[src/flash_status_regs.svh]
/*
 * Command codes, status bit positions, reset values and timing counts
 * of the serial flash status register block.
 * Assumes a 50 ns system clock; included by bare name.
 */
`ifndef FLASH_STATUS_REGS_SVH
`define FLASH_STATUS_REGS_SVH

`define CMD_RD_STATUS   8'h05
`define CMD_REG_WRITE   8'h01
`define CMD_SET_WEL     8'h06
`define CMD_CLR_WEL     8'h04
`define CMD_CLR_ERR     8'h30
`define CMD_PROGRAM     8'h02
`define CMD_SECT_ERASE  8'hD8
`define CMD_CHIP_ERASE  8'h60
`define CMD_ERASE_SUSP  8'h75
`define CMD_PROG_SUSP   8'h85
`define CMD_SW_RESET    8'hF0

`define SR_LOCK_BIT     7
`define SR_PFAIL_BIT    6
`define SR_EFAIL_BIT    5
`define SR_BP_HI        4
`define SR_BP_LO        2
`define SR_WEL_BIT      1
`define SR_PEND_BIT     0

`define SR_RESET        8'h00
`define BP_VOL_DEFAULT  3'h7
`define BP_NV_DEFAULT   3'h0

`define SYS_CLK_NS      50
`define REG_WRITE_NS    800
`define REG_WRITE_CYC   ((`REG_WRITE_NS + `SYS_CLK_NS - 1) / `SYS_CLK_NS)

`endif

[src/flash_status_pkg.sv]
/*
 * Types of the serial flash status register block.
 * Assumes nothing beyond a SystemVerilog compiler.
 */
package flash_status_pkg;
    typedef enum logic [2:0] {ph_opcode, ph_read, ph_wdata, ph_wdone, ph_other} phase_e;
    typedef enum logic [1:0] {op_none, op_prog, op_erase, op_chip} op_kind_e;
endpackage

[src/flash_status_reg.sv]
/*
 * Status register one of a serial flash and the command gating around it:
 * serial command decode, status readout, write latch, error flags,
 * block protection and busy tracking.
 * Assumes SPI mode 0 pins sampled by sys_clk_i (far slower SPI clock),
 * and program/erase engines plus address decode on sys_clk_i.
 */
`timescale 1ns/100ps
`include "flash_status_regs.svh"

module flash_status_reg
    import flash_status_pkg::*;
(
    input  wire logic       sys_clk_i,
    input  wire logic       reset_n_i,
    input  wire logic       sck_i,
    input  wire logic       cs_n_i,
    input  wire logic       si_i,
    input  wire logic       wp_n_i,
    output logic            so_o,
    output logic            so_oe_n_o,
    input  wire logic       protect_volatility_select_i,
    input  wire logic       freeze_i,
    input  wire logic       target_locked_i,
    input  wire logic       eng_done_i,
    input  wire logic       eng_fail_i,
    output logic            prog_start_o,
    output logic            erase_start_o,
    output logic            chip_erase_start_o,
    output logic            erase_suspend_o,
    output logic            prog_suspend_o,
    output logic [7:0]      status_o
);

    // pin index: 0 sck, 1 cs_n, 2 si, 3 wp_n
    logic [3:0] sync1_q, sync2_q, prev_q;
    logic       sck_rise, sck_fall, cs_act, cs_end, wp_n_s;

    logic [2:0] bit_q, bit_d;
    logic [1:0] byte_q, byte_d;
    logic [7:0] shin_q, shin_d;
    logic [7:0] opc_q, opc_d;
    logic [7:0] wdata_q, wdata_d;
    logic [7:0] shout_q, shout_d;
    logic       so_q, so_d;
    logic       oe_q, oe_d;
    phase_e     phase_q, phase_d;

    logic       lock_q, lock_d;
    logic       pfail_q, pfail_d;
    logic       efail_q, efail_d;
    logic [2:0] bp_q, bp_d;
    logic [2:0] nv_bp_q, nv_bp_d;
    logic       wel_q, wel_d;
    logic       init_q, init_d;
    op_kind_e   kind_q, kind_d;
    logic [4:0] wrr_cnt_q, wrr_cnt_d;
    logic [7:0] status_q, status_d;
    logic       pstart_q, pstart_d;
    logic       estart_q, estart_d;
    logic       cstart_q, cstart_d;
    logic       esusp_q, esusp_d;
    logic       psusp_q, psusp_d;

    logic       pend, exact8, whole, wr_ok;
    logic [7:0] byte_in;

    assign sck_rise = sync2_q[0] & ~prev_q[0];
    assign sck_fall = ~sync2_q[0] & prev_q[0];
    assign cs_act   = ~sync2_q[1];
    assign cs_end   = sync2_q[1] & ~prev_q[1];
    assign wp_n_s   = sync2_q[3];
    assign byte_in  = {shin_q[6:0], sync2_q[2]};
    assign pend     = status_q[`SR_PEND_BIT];
    assign exact8   = (byte_q == 2'd1) && (bit_q == 3'd0);
    assign whole    = (byte_q != 2'd0) && (bit_q == 3'd0);
    assign wr_ok    = wel_q && !pend;

    always_comb begin
        bit_d     = bit_q;
        byte_d    = byte_q;
        shin_d    = shin_q;
        opc_d     = opc_q;
        wdata_d   = wdata_q;
        shout_d   = shout_q;
        so_d      = so_q;
        oe_d      = oe_q;
        phase_d   = phase_q;
        lock_d    = lock_q;
        pfail_d   = pfail_q;
        efail_d   = efail_q;
        bp_d      = bp_q;
        nv_bp_d   = nv_bp_q;
        wel_d     = wel_q;
        init_d    = 1'b1;
        kind_d    = kind_q;
        wrr_cnt_d = wrr_cnt_q;
        pstart_d  = 1'b0;
        estart_d  = 1'b0;
        cstart_d  = 1'b0;
        esusp_d   = 1'b0;
        psusp_d   = 1'b0;

        // protect bits take their power-on value once out of reset
        if (!init_q) begin
            bp_d = protect_volatility_select_i ? `BP_VOL_DEFAULT : nv_bp_q;
        end

        // serial framing
        if (!cs_act) begin
            bit_d   = 3'd0;
            byte_d  = 2'd0;
            phase_d = ph_opcode;
            oe_d    = 1'b0;
        end else if (sck_rise) begin
            shin_d = byte_in;
            bit_d  = bit_q + 3'd1;
            if (bit_q == 3'd7) begin
                byte_d = (byte_q == 2'd2) ? byte_q : byte_q + 2'd1;
                if (phase_q == ph_opcode) begin
                    opc_d = byte_in;
                    if (byte_in == `CMD_RD_STATUS) begin
                        phase_d = ph_read;
                    end else if (byte_in == `CMD_REG_WRITE) begin
                        phase_d = ph_wdata;
                    end else begin
                        phase_d = ph_other;
                    end
                end else if (phase_q == ph_wdata) begin
                    wdata_d = byte_in;
                    phase_d = ph_wdone;
                end
                // each read byte is a fresh status snapshot
                if (phase_q == ph_read || (phase_q == ph_opcode && byte_in == `CMD_RD_STATUS)) begin
                    shout_d = status_q;
                end
            end
        end else if (sck_fall && phase_q == ph_read) begin
            so_d    = shout_q[7];
            shout_d = {shout_q[6:0], shout_q[7]};
            oe_d    = 1'b1;
        end

        // status register write busy period, run for every accepted write
        if (wrr_cnt_q != 5'd0) begin
            wrr_cnt_d = wrr_cnt_q - 5'd1;
            if (wrr_cnt_q == 5'd1) begin
                wel_d = 1'b0;
            end
        end

        // command execution at frame end
        if (cs_end) begin
            unique case (opc_q)
                `CMD_SET_WEL: if (exact8 && !pend) wel_d = 1'b1;
                `CMD_CLR_WEL: if (exact8 && !pend) wel_d = 1'b0;
                `CMD_CLR_ERR: if (exact8) begin
                    pfail_d = 1'b0;
                    efail_d = 1'b0;
                end
                `CMD_SW_RESET: if (exact8) begin
                    wel_d     = 1'b0;
                    pfail_d   = 1'b0;
                    efail_d   = 1'b0;
                    kind_d    = op_none;
                    wrr_cnt_d = 5'd0;
                    bp_d      = protect_volatility_select_i ? `BP_VOL_DEFAULT : nv_bp_q;
                end
                `CMD_ERASE_SUSP: esusp_d = exact8 && kind_q == op_erase;
                `CMD_PROG_SUSP:  psusp_d = exact8 && kind_q == op_prog;
                `CMD_REG_WRITE: begin
                    // the write latch itself is never written here
                    if (phase_q == ph_wdone && bit_q == 3'd0 && wr_ok && (!lock_q || wp_n_s)) begin
                        lock_d = wdata_q[`SR_LOCK_BIT];
                        if (!freeze_i) begin
                            bp_d = wdata_q[`SR_BP_HI:`SR_BP_LO];
                            if (!protect_volatility_select_i) begin
                                nv_bp_d = wdata_q[`SR_BP_HI:`SR_BP_LO];
                            end
                        end
                        wrr_cnt_d = 5'(`REG_WRITE_CYC);
                    end
                end
                `CMD_PROGRAM: if (whole && wr_ok) begin
                    if (target_locked_i) begin
                        pfail_d = 1'b1;
                    end else begin
                        kind_d   = op_prog;
                        pstart_d = 1'b1;
                    end
                end
                `CMD_SECT_ERASE: if (whole && wr_ok) begin
                    if (target_locked_i) begin
                        efail_d = 1'b1;
                    end else begin
                        kind_d   = op_erase;
                        estart_d = 1'b1;
                    end
                end
                `CMD_CHIP_ERASE: if (exact8 && wr_ok && bp_q == 3'h0) begin
                    kind_d   = op_chip;
                    cstart_d = 1'b1;
                end
                default: ;
            endcase
        end

        // engine completion; a failure set here wins over a same-cycle clear
        if (eng_done_i && kind_q != op_none) begin
            kind_d = op_none;
            if (eng_fail_i) begin
                if (kind_q == op_prog) begin
                    pfail_d = 1'b1;
                end else begin
                    efail_d = 1'b1;
                end
            end else begin
                wel_d = 1'b0;
            end
        end

        status_d = {lock_d, pfail_d, efail_d, bp_d, wel_d,
                    (kind_d != op_none) || (wrr_cnt_d != 5'd0) || pfail_d || efail_d};
    end

    always_ff @(posedge sys_clk_i or negedge reset_n_i) begin
        if (!reset_n_i) begin
            sync1_q   <= 4'hA;
            sync2_q   <= 4'hA;
            prev_q    <= 4'hA;
            bit_q     <= 3'd0;
            byte_q    <= 2'd0;
            shin_q    <= 8'h00;
            opc_q     <= 8'h00;
            wdata_q   <= 8'h00;
            shout_q   <= 8'h00;
            so_q      <= 1'b0;
            oe_q      <= 1'b0;
            phase_q   <= ph_opcode;
            lock_q    <= 1'b0;
            pfail_q   <= 1'b0;
            efail_q   <= 1'b0;
            bp_q      <= `BP_VOL_DEFAULT;
            nv_bp_q   <= `BP_NV_DEFAULT;
            wel_q     <= 1'b0;
            init_q    <= 1'b0;
            kind_q    <= op_none;
            wrr_cnt_q <= 5'd0;
            status_q  <= `SR_RESET;
            pstart_q  <= 1'b0;
            estart_q  <= 1'b0;
            cstart_q  <= 1'b0;
            esusp_q   <= 1'b0;
            psusp_q   <= 1'b0;
        end else begin
            sync1_q   <= {wp_n_i, si_i, cs_n_i, sck_i};
            sync2_q   <= sync1_q;
            prev_q    <= sync2_q;
            bit_q     <= bit_d;
            byte_q    <= byte_d;
            shin_q    <= shin_d;
            opc_q     <= opc_d;
            wdata_q   <= wdata_d;
            shout_q   <= shout_d;
            so_q      <= so_d;
            oe_q      <= oe_d;
            phase_q   <= phase_d;
            lock_q    <= lock_d;
            pfail_q   <= pfail_d;
            efail_q   <= efail_d;
            bp_q      <= bp_d;
            nv_bp_q   <= nv_bp_d;
            wel_q     <= wel_d;
            init_q    <= init_d;
            kind_q    <= kind_d;
            wrr_cnt_q <= wrr_cnt_d;
            status_q  <= status_d;
            pstart_q  <= pstart_d;
            estart_q  <= estart_d;
            cstart_q  <= cstart_d;
            esusp_q   <= esusp_d;
            psusp_q   <= psusp_d;
        end
    end

    assign so_o               = so_q;
    assign so_oe_n_o          = ~oe_q;
    assign status_o           = status_q;
    assign prog_start_o       = pstart_q;
    assign erase_start_o      = estart_q;
    assign chip_erase_start_o = cstart_q;
    assign erase_suspend_o    = esusp_q;
    assign prog_suspend_o     = psusp_q;
endmodule

[config.mk]
export PLATFORM = sky130hd
export DESIGN_NAME = flash_status_reg
export DESIGN_NICKNAME = d
export VERILOG_FILES = /design/src/flash_status_pkg.sv /design/src/flash_status_reg.sv
export VERILOG_INCLUDE_DIRS = /design/src
export SDC_FILE = /design/constraint.sdc
export NUM_CORES = 1
export LEC_CHECK = 0
export ABC_AREA = 1
export BUFFER_PORTS_ARGS = -buffer_cell sky130_fd_sc_hd__buf_4
export CORE_MARGIN = 1.5
export CORE_UTILIZATION = 53
export CTS_CLUSTER_SIZE = 20
export DETAILED_ROUTE_END_ITERATION = 10
export PLACE_DENSITY = 0.82
export SKIP_LAST_GASP = 1
export SLEW_MARGIN = 40
export SYNTH_ARGS = -nofsm -noshare
export SYNTH_HDL_FRONTEND = slang
export SYNTH_SLANG_ARGS = --single-unit
[constraint.sdc]
create_clock -name sys_clk_i -period 1.9 [get_ports sys_clk_i]
set_input_delay 0.285 -clock sys_clk_i [delete_from_list [all_inputs] [get_ports sys_clk_i]]
set_output_delay 0.285 -clock sys_clk_i [all_outputs]
set_load 0.005 [all_outputs]
======== After elaboration in Yosys (flattened, before gate mapping) ========
Cells that the tools add are included.
word-level totals
  register bits after elaboration ......... 82
  input bits .............................. 11
  word-level logic and storage cells ...... 194
operators by class
  add/sub/neg operators ................... 3
  equality and inequality tests ........... 25
  muxes and demuxes ....................... 82
  bitwise logic cells ..................... 12
  reduce and logical (&&, ||, !) cells .... 45
operators by type and width
  kind                                                 number
  2-to-1 mux 3 bit                                     15
  2-to-1 mux 1 bit                                     41
  2-to-1 mux 8 bit                                     4
  equality test 8 x 3 -> 1 bit, second input constant  3
  equality test 8 bit, second input constant           3
  2-to-1 mux 2 bit                                     12
  2-to-1 mux 5 bit                                     4
  equality test 8 x 1 -> 1 bit, second input constant  2
  equality test 8 x 7 -> 1 bit, second input constant  2
  logical AND 1 bit                                    15
  nonzero test 2 bit                                   7
  one-hot mux 5 bit (2 select lines)                   1
  AND reduction 5 bit                                  2
  nonzero test 5 bit                                   2
  zero test 3 bit                                      3
  NOT 1 bit                                            9
  AND reduction 3 bit                                  3
  equality test 8 x 2 -> 1 bit, second input constant  1
  equality test 8 x 6 -> 1 bit, second input constant  1
  one-hot mux 2 bit (4 select lines)                   1
  AND reduction 4 bit                                  2
  equality test 3 x 2 -> 1 bit, second input constant  2
  one-hot mux 3 bit (2 select lines)                   1
  equality test 5 x 1 -> 1 bit, second input constant  1
  17 further kinds                                     30

======== Longest topological paths before layout ========
Gate-level depths: netlist (run 1).
  word-level depth ........................ 12
  mapped depth ............................ 13

======== Worst setup path after synthesis (run 1) ========
OpenSTA, ideal clock, no wires.
  path type ............................... flip-flop to flip-flop
  from .................................... register bit_q[0]
  to ...................................... register status_q[3], in the netlist status_o[3]
  library setup time ...................... 0.140 ns
  data arrival time ....................... 1.519 ns
  data required time ...................... 1.760 ns
  setup slack ............................. 0.241 ns
  stages on the path, launching flop included .. 14
  period minus slack after synthesis ...... 1.659 ns
  cells stage by stage .................... dfrtp_1 -> inv_1 -> ha_1 -> inv_1 -> nor2_1 -> nand2_1 -> nor2_1 -> nand2_1 -> inv_1 -> nand2_1 -> nand3_1 -> o21ai_0 -> nand2_1 -> o21ai_0
between the ends
  cells in the longest elaborated chain, start to end .. 7
  elaborated cells on any way between the ends .. 9
RTL lines
  what                                    line                                             source
  from (decl)                             flash_status_reg.sv:39                           logic [2:0] bit_q, bit_d;
  from (signal assigned)                  flash_status_reg.sv:259                          bit_q <= bit_d;
  zero test 3 bit (*)                     flash_status_reg.sv:75, flash_status_reg.sv:173
  logical AND 1 bit (3 in a row)          flash_status_reg.sv:173                          if (phase_q == ph_wdone && bit_q == 3'd0 && wr_ok && (!lock_q || wp_n_s)) begin
  2-to-1 mux 3 bit                        flash_status_reg.sv:173
  one-hot mux 3 bit (2 select lines) (*)  flash_status_reg.sv:154                          unique case (opc_q)
  2-to-1 mux 3 bit (*)                    flash_status_reg.sv:153                          if (cs_end) begin
  net bp_d[1]                             flash_status_reg.sv:52                           logic [2:0] bp_q, bp_d;
  to (signal assigned)                    flash_status_reg.sv:249                          status_q <= `SR_RESET;
  to (signal assigned)                    flash_status_reg.sv:277                          status_q <= status_d;
  to (decl)                               flash_status_reg.sv:58                           logic [7:0] status_q, status_d;
The timed path passes the listed nets; every way through them passes the cells marked *.
A chain may end at the register's enable or synchronous reset.

======== Final worst setup path (run 1) ========
  from .................................... register bit_q[0]
  to ...................................... register status_q[0], in the netlist status_o[0]
between the ends
  cells in the longest elaborated chain, start to end .. 12
  elaborated cells on any way between the ends .. 39
RTL lines
  what                                line                                                                     source
  zero test 3 bit (*)                 flash_status_reg.sv:75, flash_status_reg.sv:76, flash_status_reg.sv:173
  logical AND 1 bit                   flash_status_reg.sv:75                                                   assign exact8 = (byte_q == 2'd1) && (bit_q == 3'd0);
  logical AND 1 bit (2 in a row)      flash_status_reg.sv:200                                                  `CMD_CHIP_ERASE: if (exact8 && wr_ok && bp_q == 3'h0) begin
  2-to-1 mux 2 bit                    flash_status_reg.sv:200
  one-hot mux 2 bit (4 select lines)  flash_status_reg.sv:154
  2-to-1 mux 2 bit                    flash_status_reg.sv:153
  2-to-1 mux 2 bit                    flash_status_reg.sv:209                                                  if (eng_done_i && kind_q != op_none) begin
  nonzero test 2 bit                  flash_status_reg.sv:223                                                  (kind_d != op_none) || (wrr_cnt_d != 5'd0) || pfail_d || efail_d};
  logical OR 1 bit (2 in a row)       flash_status_reg.sv:223
  logical OR 1 bit (*)                flash_status_reg.sv:223
  net status_d[0]                     flash_status_reg.sv:58
Marked as above.

==> metrics.md, run 1 <==
| Metric | Value |
|---|---|
| Outcome | `finished clean` |
| Leakage | `about 0.0023 uW` |
| GR Overflow Total | `0` |
| Crit path required time | `2140 ps` |
| Layout cell share with drive strength beyond 1 | `0.1958` |
| R2R cell count | `13` |
| Syn nets | `between 400 and 500` |
| Power Density | `719.5 nW/um^2` |
| Flop2flop setup slack | `140 ps` |
| Most frequent CP cell | `nand2_2` |
| Max H-tree Level | `3` |
| Die Y | `87.28 um` |
| Initial antenna violation count | `0` |
| Worst Setup EP | `status_o[0]` |
| Share of the synthesized area in the top cell type | `0.4387` |
| Max clock buf depth | `2` |
| Final Max Slew Viols | `0` |
| Setup crit start kind | `register` |
| Metal2 WL | `roughly 3800 um` |
| ANT cells | `0` |
| Wirelength per Cell | `12.83 um` |
| Hold Crit Class | `primary input to register` |
| Vias post-DR | `between 3,000 and 4,000` |
| Sequential Power Share | `0.533` |
| Vias in the first global route | `3,069` |
| Final period util | `0.9289` |
| FF+latch count, synth | `between 70 and 80` |
| Pre-CTS WS | `between 30 and 40 ps` |
| Synth Flop Type | `dfrtp_1` |
| Post-route ant nets | `0` |
| Worst-margin pin slew | `between 400 and 500 ps` |
| Top sig layer | `met4` |
| DRT met1 WL | `3619 um` |
| First-pass GRT wire length | `~14,000 um` |
| Slew margin rel. | `0.6680` |
| Die Width | `87.28 um` |
| Metal3 WL | `approximately 260 um` |
| Critical path peak fanout | `4` |
| Comb pwr share | `0.085` |
| Final worst slack | `approximately 140 ps` |
| Row Count | `30` |
| IO Port Bufs | `25` |
| Sum of buffers and inverters on the critical path | `2` |
| Final setup violation count | `0` |
| Largest cells by area after synthesis | `dfrtp_1, nand2_1, inv_1, dfstp_2, o21ai_0` |
| Core Footprint | `6832 sq um` |
| Critical path's top delay family | `simple AND/OR/NAND/NOR gates` |
| DIE AREA | `approximately 7600 sq um` |
| Fin Setup TNS | `0 ps` |
| Crit path largest cell delay | `about 400 ps` |
| R2r endpoint | `status_o[0]` |
| Sw Pwr | `786.7 uW` |
| Ys async rst share | `1.000` |
| GRT Total Usage | `0.2360` |
| Clock buffer count from CTS | `9` |
| Clk Latency, worst-skew pair | `350 ps` |
| Root Buffer | `clkbuf_8` |
| Ports | `26` |
| Placer Congestion | `about 0.94` |
| Final #Nets | `~540` |
| Switching Fraction | `0.2483` |
| Number of flops mapped to enable cells by yosys | `0` |
| Final Hold Vio Count | `0` |
| Post-synth top area cell | `dfrtp_1` |
| Post-synth top cells | `nand2_1, inv_1, dfrtp_1` |
| Fmax achieved | `between 500 and 600 MHz` |
| Levels on crit path | `13` |
| Vias per std cell | `5.031` |
| Clk pwr share | `0.382` |
| Cell internal pwr | `2381 uW` |
| Placed cell count | `between 500 and 600` |
| Tmin final | `around 1800 ps` |
| CP max stage cell | `dfrtp_1` |
| Unrepaired setup endpoints after global routing | `no` |
| TritonRoute pass-1 iters | `4` |
| Pin count of the biggest net entering global routing | `38` |
| Synth unique cells | `34` |
| 1st-iter DRT viols | `~140` |
| Fillers | `575` |
| Cell Count, Final, Fillers Out | `617` |
| Crit path DAT | `~2000 ps` |
| Worst r2r src | `bit_q[0]` |
| Worst setup path start | `bit_q[0]` |
| Syn_area_per_cell | `7.943 sq um` |
| Worst vdd ir | `around 0.47 mV` |
| TritonCTS clock tree | `done` |
| Clk slew on worst S/H paths | `80 ps` |
| Hpwl dp | `between 5000 and 6000 um` |
| Setup Skew | `around 8 ps` |
| Final WL | `~7900 um` |
| Critical path, cell by cell | `inv_2, ha_2, inv_1, nor2_4, nand2_4, nor2_4, nand2_2, nand2_2, nand2_2, nor2_2, nand3_1, nor2_1, nand3_1` |
| Area growth syn-to-layout | `16.95%` |
| Most frequent cell after synthesis | `nand2_1` |
| Pwr Total | `around 3200 uW` |
| Post-route DRC | `0` |
| Post-Synthesis Cells | `between 400 and 500` |
| Element type at the critical path end | `register` |
| Clk sinks | `between 70 and 80` |
| Syn Std Cell Area | `~3800 sq um` |
| Synth warn | `0` |
| Initial core utilization | `0.5511` |
| Crit path kind | `register to register` |
| Seq/Total Area, Yosys | `0.4945` |
| Max Cap Violations | `0` |
==> power by group through the flow <==
stage	combinational (uW)	clock [uW]	sequential, uW
after floorplan	148	0	1710
after global placement	251	0	1710
after detailed placement	256	0	1720
after CTS	259	1240	1690
after global routing	309	1310	1700
final	269	1210	1690
==> metal layers <==
metal / track usage / up-vias
li1: - / 1571
met1: 0.3006 / 1449
met2: 0.3769 / 62
met3: 0.04739 / 22
met4: 0.1299 / 0
met5: 0 / -
==> layout make-up <==
class | instances | area, sq um | share of cell area
sequential | 74 | 1862 | 0.4228
clock buffer | 11 | 141.4 | 0.03211
multi-input combinational | 317 | 1628 | 0.3697
timing repair buffer | 40 | 315.3 | 0.07161
inverter | 74 | 282.8 | 0.06422
clock inverter | 5 | 53.80 | 0.01222
tap | 96 | 120.1 | 0.02728
==> worst min path at each step <==
stage / start / endpoint / slack, ps / cells past startpoint
after floorplan: reset_n_i / bit_q[0] / -10 / 0
after global placement: reset_n_i / shout_q[3] / 280 / 1
after detailed placement: reset_n_i / shout_q[3] / 280 / 1
after CTS: cs_n_i / sync1_q[1] / 20 / 1
after global routing: sck_i / sync1_q[0] / 20 / 1
final: cs_n_i / sync1_q[1] / 40 / 1
==> flip-flops by register name, summed over array words and instances, names as in the netlist, 4 cells and up <==
register   flops
shout_q        8
opc_q          8
wrr_cnt_q      5
sync2_q        4
status_o       7
shin_q         7
sync1_q        4
wdata_q        4
==> worst reg2reg max path, cell delays in order, from the launching register on <==
cell and delay [ps]:
dfrtp_1 400, inv_2 70, ha_2 170, inv_1 60, nor2_4 160, nand2_4 90, nor2_4 140, nand2_2 90
nand2_2 70, nand2_2 50, nor2_2 120, nand3_1 80, nor2_1 90, nand3_1 80
==> through the flow <==
stage	hold slack [ps]	utilization	area, sq um
after CTS	24.96	0.6284	4293
after detailed placement	279.4	0.5984	4088
after global placement	276.9	0.5984	4088
after floorplan	-10.59	-	3765
after global routing	19.63	0.6445	4403
final	35.48	0.6445	4403
==> cells by family (layout without fill, tap and decap cells) <==
logic type               Yosys count  after routing  synth area share
multiplexers                       6              6           0.01794
XOR/XNOR                           2              2          0.004654
AO/OA/AOI/OAI                     63             63           0.08840
other                              1              1         0.0009961
flip-flops                        74             74            0.4945
adder cells (fa/ha/maj)            9              9           0.02991
AND/OR/NAND/NOR                  236            236            0.2732
buffers and inverters             83            130           0.09039
==> layout by cell type, fill, tap and decap left out, types with 6 or more instances in the layout <==
| cell | synthesis | layout |
|---|---|---|
| nand2_1 | 123 | 115 |
| inv_1 | 72 | 70 |
| dfrtp_1 | 66 | 66 |
| nor2_1 | 53 | 48 |
| o21ai_0 | 40 | 39 |
| buf_4 | 4 | 38 |
| nand3_1 | 30 | 30 |
| a21oi_1 | 14 | 14 |
| clkbuf_8 | 0 | 10 |
| nand2_2 | 2 | 9 |
| dfstp_2 | 8 | 8 |
| nor2_2 | 4 | 7 |
| nor3_1 | 8 | 7 |
| ha_1 | 9 | 7 |
| nand4_1 | 6 | 6 |
| mux2_2 | 6 | 6 |
==> repair_timing <==
item                                   CTS  global route
hold buffers                             1             0
setup buffers                            0             6
endpoints found under the hold margin   27             0
gates resized for setup                  0            23
setup endpoints to repair                0            23
Note: power is estimated with default switching activity, not from simulation.
==> run 2, diff against run 1 <==
--- a/config.mk
+++ b/config.mk
@@ -9,10 +9,10 @@
 export ABC_AREA = 1
 export BUFFER_PORTS_ARGS = -buffer_cell sky130_fd_sc_hd__buf_4
 export CORE_MARGIN = 1.5
-export CORE_UTILIZATION = 53
+export CORE_UTILIZATION = 50
 export CTS_CLUSTER_SIZE = 20
 export DETAILED_ROUTE_END_ITERATION = 10
-export PLACE_DENSITY = 0.82
+export PLACE_DENSITY = 0.79
 export SKIP_LAST_GASP = 1
 export SLEW_MARGIN = 40
 export SYNTH_ARGS = -nofsm -noshare
==> run 2 against run 1 <==
Combinational power is 2% lower; total power is 3.5% lower; clock skew is 8.1 ps higher; flip-flop and latch count stayed put; cell area is 0.80% lower.
==> metrics.md, run 2 (synthesized netlist as in run 1, its figures left out) <==
| Metric | Value |
|---|---|
| Outcome | `finished clean` |
| Max clock buf depth | `2 (unchanged)` |
| Fmax achieved | `565.6 MHz (-0.18%)` |
| R2r endpoint | `status_o[0]` |
| Vias in the first global route | `3,135 (+2.2%)` |
| Tmin final | `1768 ps (+3.117 ps)` |
| Clk slew on worst S/H paths | `70 ps (about the same)` |
| R2R cell count | `13 (unchanged)` |
| Multi-input gate area | `1610 sq um (-1.1%)` |
| Final Hold Vio Count | `0 (unchanged)` |
| Unrepaired setup endpoints after global routing | `yes` |
| Final Max Slew Viols | `0 (unchanged)` |
| DIE AREA | `8060 sq um (+5.8%)` |
| Most frequent cells in the layout | `nand2_1, inv_1, dfrtp_1` |
| Wirelength per Cell | `12.95 um (+0.99%)` |
| Hold_ws | `46.31 ps (+10.83 ps)` |
| Ports | `26 (unchanged)` |
| Fillers | `628 (+9.2%)` |
| Crit path required time | `2110 ps (-30 ps)` |
| GR Overflow Total | `0 (unchanged)` |
| Element type at the critical path end | `register` |
| Vias per std cell | `5.142 (+2.2%)` |
| Sequential Power Share | `0.552 (+0.019)` |
| Max Cap Violations | `0 (unchanged)` |
| Worst Hold Endpoint | `sync1_q[0]` |
| Initial core utilization | `0.5191 (-0.03204)` |
| Hold Crit Class | `primary input to register` |
| Max H-tree Level | `3 (unchanged)` |
| Hold Path Stages | `1 (unchanged)` |
| IO Port Bufs | `25 (unchanged)` |
| Flop2flop setup slack | `130 ps (about the same)` |
| Setup crit start kind | `register` |
| Die Width | `89.78 um (+2.9%)` |
| Area growth syn-to-layout | `16.02%` |
| Setup Skew | `16.18 ps (+8.062 ps)` |
| Sw Pwr | `771.2 uW (-2.0%)` |
| First-pass GRT wire length | `13,780 um (+0.40%)` |
| Leakage | `0.002260 uW (-0.57%)` |
| Hpwl dp | `6000 um (+2.3%)` |
| Switching Fraction | `0.2523 (+0.003988)` |
| Power Density | `699.8 nW/um^2 (-2.7%)` |
| Top Registers | `opc_q x8, shout_q x8` |
| TritonRoute pass-1 iters | `5 (+1)` |
| Register Area | `1862 sq um (unchanged)` |
| Die Y | `89.78 um (+2.9%)` |
| Clk Latency, worst-skew pair | `350 ps (about the same)` |
| Worst r2r src | `bit_q[0]` |
| Post-route ant nets | `0 (unchanged)` |
| Worst vdd ir | `0.3998 mV (-16%)` |
| Post-route DRC | `0 (unchanged)` |
| Pwr Total | `3057 uW (-3.5%)` |
| Final #Nets | `535 (-0.19%)` |
| Comb pwr share | `0.086 (about the same)` |
| Hold_sp | `sck_i` |
| Cell internal pwr | `2285 uW (-4.0%)` |
| Critical path peak fanout | `4 (unchanged)` |
| Initial antenna violation count | `0 (unchanged)` |
| Crit path kind | `register to register` |
| Layout cell share with drive strength beyond 1 | `0.1846 (-0.01116)` |
| TritonCTS clock tree | `done` |
| Final period util | `0.9306 (+0.001641)` |
| Clock buffer count from CTS | `9 (unchanged)` |
| Root Buffer | `clkbuf_8` |
| Core Footprint | `7253 sq um (+6.2%)` |
| Clk sinks | `74 (unchanged)` |
| Clk pwr share | `0.362 (-0.020)` |
| Pin count of the biggest net entering global routing | `34 (-11%)` |
| ANT cells | `0 (unchanged)` |
| Area post-placement | `4091 sq um (about the same)` |
| Cell area after layout | `4368 sq um (-0.80%)` |
| Vias post-DR | `3,183 (+2.5%)` |
| Final WL | `8018 um (+1.3%)` |
| Placer Congestion | `0.9177 (-2.4%)` |
| GRT Total Usage | `0.2127 (-0.02332)` |
| Crit path DAT | `1980 ps (-20 ps)` |
| Final setup violation count | `0 (unchanged)` |
| Most common cell after layout, fill and taps aside | `nand2_1` |
| 1st-iter DRT viols | `211 (+56%)` |
| Row Count | `31 (+3.3%)` |
-- run 2: worst max-delay path by stage --
stage | endpoint | slack (ps) | startpoint
after floorplan | status_o[3] | 240 | bit_q[0]
after global placement | status_o[0] | 140 | bit_q[0]
after detailed placement | status_o[0] | 5 | bit_q[0]
after CTS | status_o[3] | 20 | bit_q[0]
after global routing | status_o[0] | -40 | bit_q[1]
final | status_o[0] | 130 | bit_q[0]
-- run 2: what timing repair did --
action,4_1_cts,5_1_grt
setup endpoints to repair,1,16
hold endpoints to repair,26,0
gates resized for setup,1,15
hold buffers,1,0
pin swaps,0,10
setup buffers,0,5
-- run 2: metal layers --
metal,vias to the layer above,global-route usage,part of all wire
li1,1572,-,-
met1,1504,0.2753,0.45
met2,91,0.3537,0.49
met3,16,0.02792,0.036
met4,0,0.1032,0.028
met5,-,0,0
-- run 2: final cells by class --
type | instances | share of cell area
clock inverter | 4 | 0.006015
clock buffer | 12 | 0.03552
multi-input combinational | 317 | 0.3687
sequential | 74 | 0.4262
timing repair buffer | 39 | 0.07047
inverter | 74 | 0.06474
tap | 99 | 0.02836
-- run 2: critical path, cell delays in order, from the launching register on --
cell	delay, ps
dfrtp_1	390
inv_2	90
ha_4	130
inv_1	60
nor2_4	160
nand2_4	90
nor2_4	130
nand2_2	70
nand2_1	60
nand2_1	60
nor2_2	130
nand3_1	90
nor2_1	100
nand3_1	80
-- run 2: per-stage QoR --
stage / setup WS (ps) / instances / TNS, ps / util
after floorplan: 241.3 / 474 / 0 / -
after global placement: 140.9 / 597 / 0 / 0.5641
after detailed placement: 4.569 / 597 / 0 / 0.5641
after CTS: 22.02 / 614 / 0 / 0.5908
after global routing: -43.54 / 619 / -43.54 / 0.6022
final: 131.9 / 619 / 0 / 0.6022
-- run 2: power by group through the flow --
stage	logic, uW	registers [uW]	clock network (uW)
after detailed placement	255	1720	0
after floorplan	148	1710	0
after CTS	259	1690	1130
after global placement	250	1710	0
after global routing	300	1700	1210
final	263	1690	1110
==> run 3, diff against run 2 <==
--- a/config.mk
+++ b/config.mk
@@ -13,6 +13,7 @@
 export CTS_CLUSTER_SIZE = 20
 export DETAILED_ROUTE_END_ITERATION = 10
 export PLACE_DENSITY = 0.79
+export REMOVE_ABC_BUFFERS = 1
 export SKIP_LAST_GASP = 1
 export SLEW_MARGIN = 40
 export SYNTH_ARGS = -nofsm -noshare
==> run 3 against run 2 <==
Flip-flop and latch count did not move; sequential share of layout area rose by 0.66 points; via count fell by 3.0%; register-to-register slack got worse by 60 ps; clock skew fell by 5.0 ps; wire length fell by 2.7%; final cell count fell by 0.48%; count of clock-buffer cells in the layout fell by 3; critical path depth did not move; critical path type unchanged; largest cell class unchanged; largest power group unchanged.
==> metrics.md, run 3 (synthesized netlist as in run 1, its figures left out) <==
| Metric | Value |
|---|---|
| Outcome | `finished clean` |
| Layout cell share with drive strength beyond 1 | `0.1663 (-0.01827)` |
| TritonRoute pass-1 iters | `4 (-1)` |
| Die Width | `89.78 um (unchanged)` |
| Worst vdd ir | `0.5192 mV (+30%)` |
| Post-layout util | `0.5931 (-0.009143)` |
| Crit path largest cell delay | `390 ps (about the same)` |
| Critical path's top delay family | `simple AND/OR/NAND/NOR gates` |
| Vias post-DR | `3,086 (-3.0%)` |
| ANT cells | `0 (unchanged)` |
| Fmax achieved | `547.3 MHz (-3.2%)` |
| Die Y | `89.78 um (unchanged)` |
| Core Footprint | `7253 sq um (unchanged)` |
| Clock buffer count from CTS | `9 (unchanged)` |
| Clk Latency, worst-skew pair | `350 ps (about the same)` |
| First-pass GRT wire length | `13,480 um (-2.2%)` |
| GRT Total Usage | `0.2083 (-0.004347)` |
| Setup Skew | `11.22 ps (-4.959 ps)` |
| Clk sinks | `74 (unchanged)` |
| Max Cap Violations | `0 (unchanged)` |
| Final #Nets | `532 (-0.56%)` |
| Final period util | `0.9616 (+0.03101)` |
| Post-route DRC | `0 (unchanged)` |
| Crit path kind | `register to register` |
| Clk slew on worst S/H paths | `80 ps (about the same)` |
| Most frequent cells in the layout | `nand2_1, inv_1, dfrtp_1` |
| Final setup violation count | `0 (unchanged)` |
| Area growth syn-to-layout | `14.26%` |
| Fin Setup TNS | `0 ps (unchanged)` |
| Top Registers | `opc_q x8, shout_q x8` |
| Row Count | `31 (unchanged)` |
| Wirelength per Cell | `12.66 um (-2.3%)` |
| Critical path, cell by cell | `inv_1, ha_1, inv_1, nor2_2, nand2_2, nor2_4, nand2_1, nand2_1, nand2_1, nor2_2, nand3_1, nor2_1, nand3_1` |
| Initial core utilization | `0.5191 (unchanged)` |
| Most frequent CP cell | `nand2_1` |
| Most common cell after layout, fill and taps aside | `nand2_1` |
| TritonCTS clock tree | `done` |
| Max H-tree Level | `3 (unchanged)` |
| Vias in the first global route | `3,020 (-3.7%)` |
| Element type at the critical path end | `register` |
| Post-route ant nets | `0 (unchanged)` |
| Unrepaired setup endpoints after global routing | `yes` |
| Initial antenna violation count | `0 (unchanged)` |
| Hold Crit Class | `primary input to register` |
| Fillers | `675 (+7.5%)` |
| Root Buffer | `clkbuf_8` |
| Placer Congestion | `0.8855 (-3.5%)` |
| Critical path peak fanout | `4 (unchanged)` |
| Final WL | `7799 um (-2.7%)` |
| Cell Count, Final, Fillers Out | `616 (-0.48%)` |
| Leakage | `0.002227 uW (-1.5%)` |
| Ports | `26 (unchanged)` |
| Crit path required time | `2130 ps (+20 ps)` |
| Sum of buffers and inverters on the critical path | `2 (unchanged)` |
| CP max stage cell | `dfrtp_1` |
| Setup crit start kind | `register` |
| Final worst slack | `73.01 ps (-58.91 ps)` |
| 1st-iter DRT viols | `130 (-38%)` |
| GR Overflow Total | `0 (unchanged)` |
| Placed cell count | `598 (+0.17%)` |
| Final Hold Vio Count | `0 (unchanged)` |
| Power Density | `699.0 nW/um^2 (-0.11%)` |
| Register Area | `1862 sq um (unchanged)` |
| Max clock buf depth | `2 (unchanged)` |
| Tmin final | `1827 ps (+58.91 ps)` |
| Pin count of the biggest net entering global routing | `44 (+29%)` |
| Hpwl dp | `5953 um (-0.78%)` |
| Pre-CTS WS | `22.62 ps (+18.06 ps)` |
| Multi-input gate area | `1578 sq um (-2.0%)` |
| DIE AREA | `8060 sq um (unchanged)` |
| Final Max Slew Viols | `0 (unchanged)` |
| Crit path DAT | `2060 ps (+80 ps)` |
| Vias per std cell | `5.010 (-2.6%)` |
| IO Port Bufs | `25 (unchanged)` |
-- run 3: what timing repair did --
item,CTS,global route
resized for setup,1,4
pin swaps,0,1
hold buffers,1,0
endpoints found under the setup margin,1,20
buffers inserted,0,1
endpoints found under the hold margin,25,0
-- run 3: cell type report --
cell class	count	share of cell area
Timing Repair Buffer	36	0.06632
Clock inverter	7	0.01076
Inverter	74	0.06574
Clock buffer	9	0.02880
Multi-Input combinational cell	317	0.3668
Sequential cell	74	0.4328
Tap cell	99	0.02880
-- run 3: per-layer routing --
metal | track usage | vias to the layer above | share of wire
met4 | 0.08995 | 0 | 0.020
li1 | - | 1569 | -
met2 | 0.3461 | 63 | 0.49
met1 | 0.2701 | 1437 | 0.45
met3 | 0.03469 | 17 | 0.037
met5 | 0 | - | 0
-- run 3: stage by stage --
stage,hold slack [ps],instance area [sq um],power [uW]
2_1_floorplan,-10.59,3707,1847
3_3_place_gp,244.6,4099,1966
3_5_place_dp,254.1,4099,1971
4_1_cts,22.45,4282,3037
5_1_grt,15.99,4302,3144
6_report,32.77,4302,3007
-- run 3: power breakdown --
group,total [uW],switching (uW),internal [uW]
registers,1680,36.3,1650
clock network,1060,597,467
logic,258,168,89.8
total,3010,802,2200
-- run 3: worst paths after layout --
check / startpoint / endpoint / slack, ps / cells after the start
hold reg to reg: sync1_q[0] / sync2_q[0] / 350 / 0
min in group asynchronous: reset_n_i / shin_q[5] / 410 / 2
max in group asynchronous: reset_n_i / bp_q[0] / 870 / 3
setup reg to reg: bit_q[0] / status_o[0] / 70 / 13
hold / removal: cs_n_i / sync1_q[1] / 30 / 1
setup / recovery: bit_q[0] / status_o[0] / 70 / 13
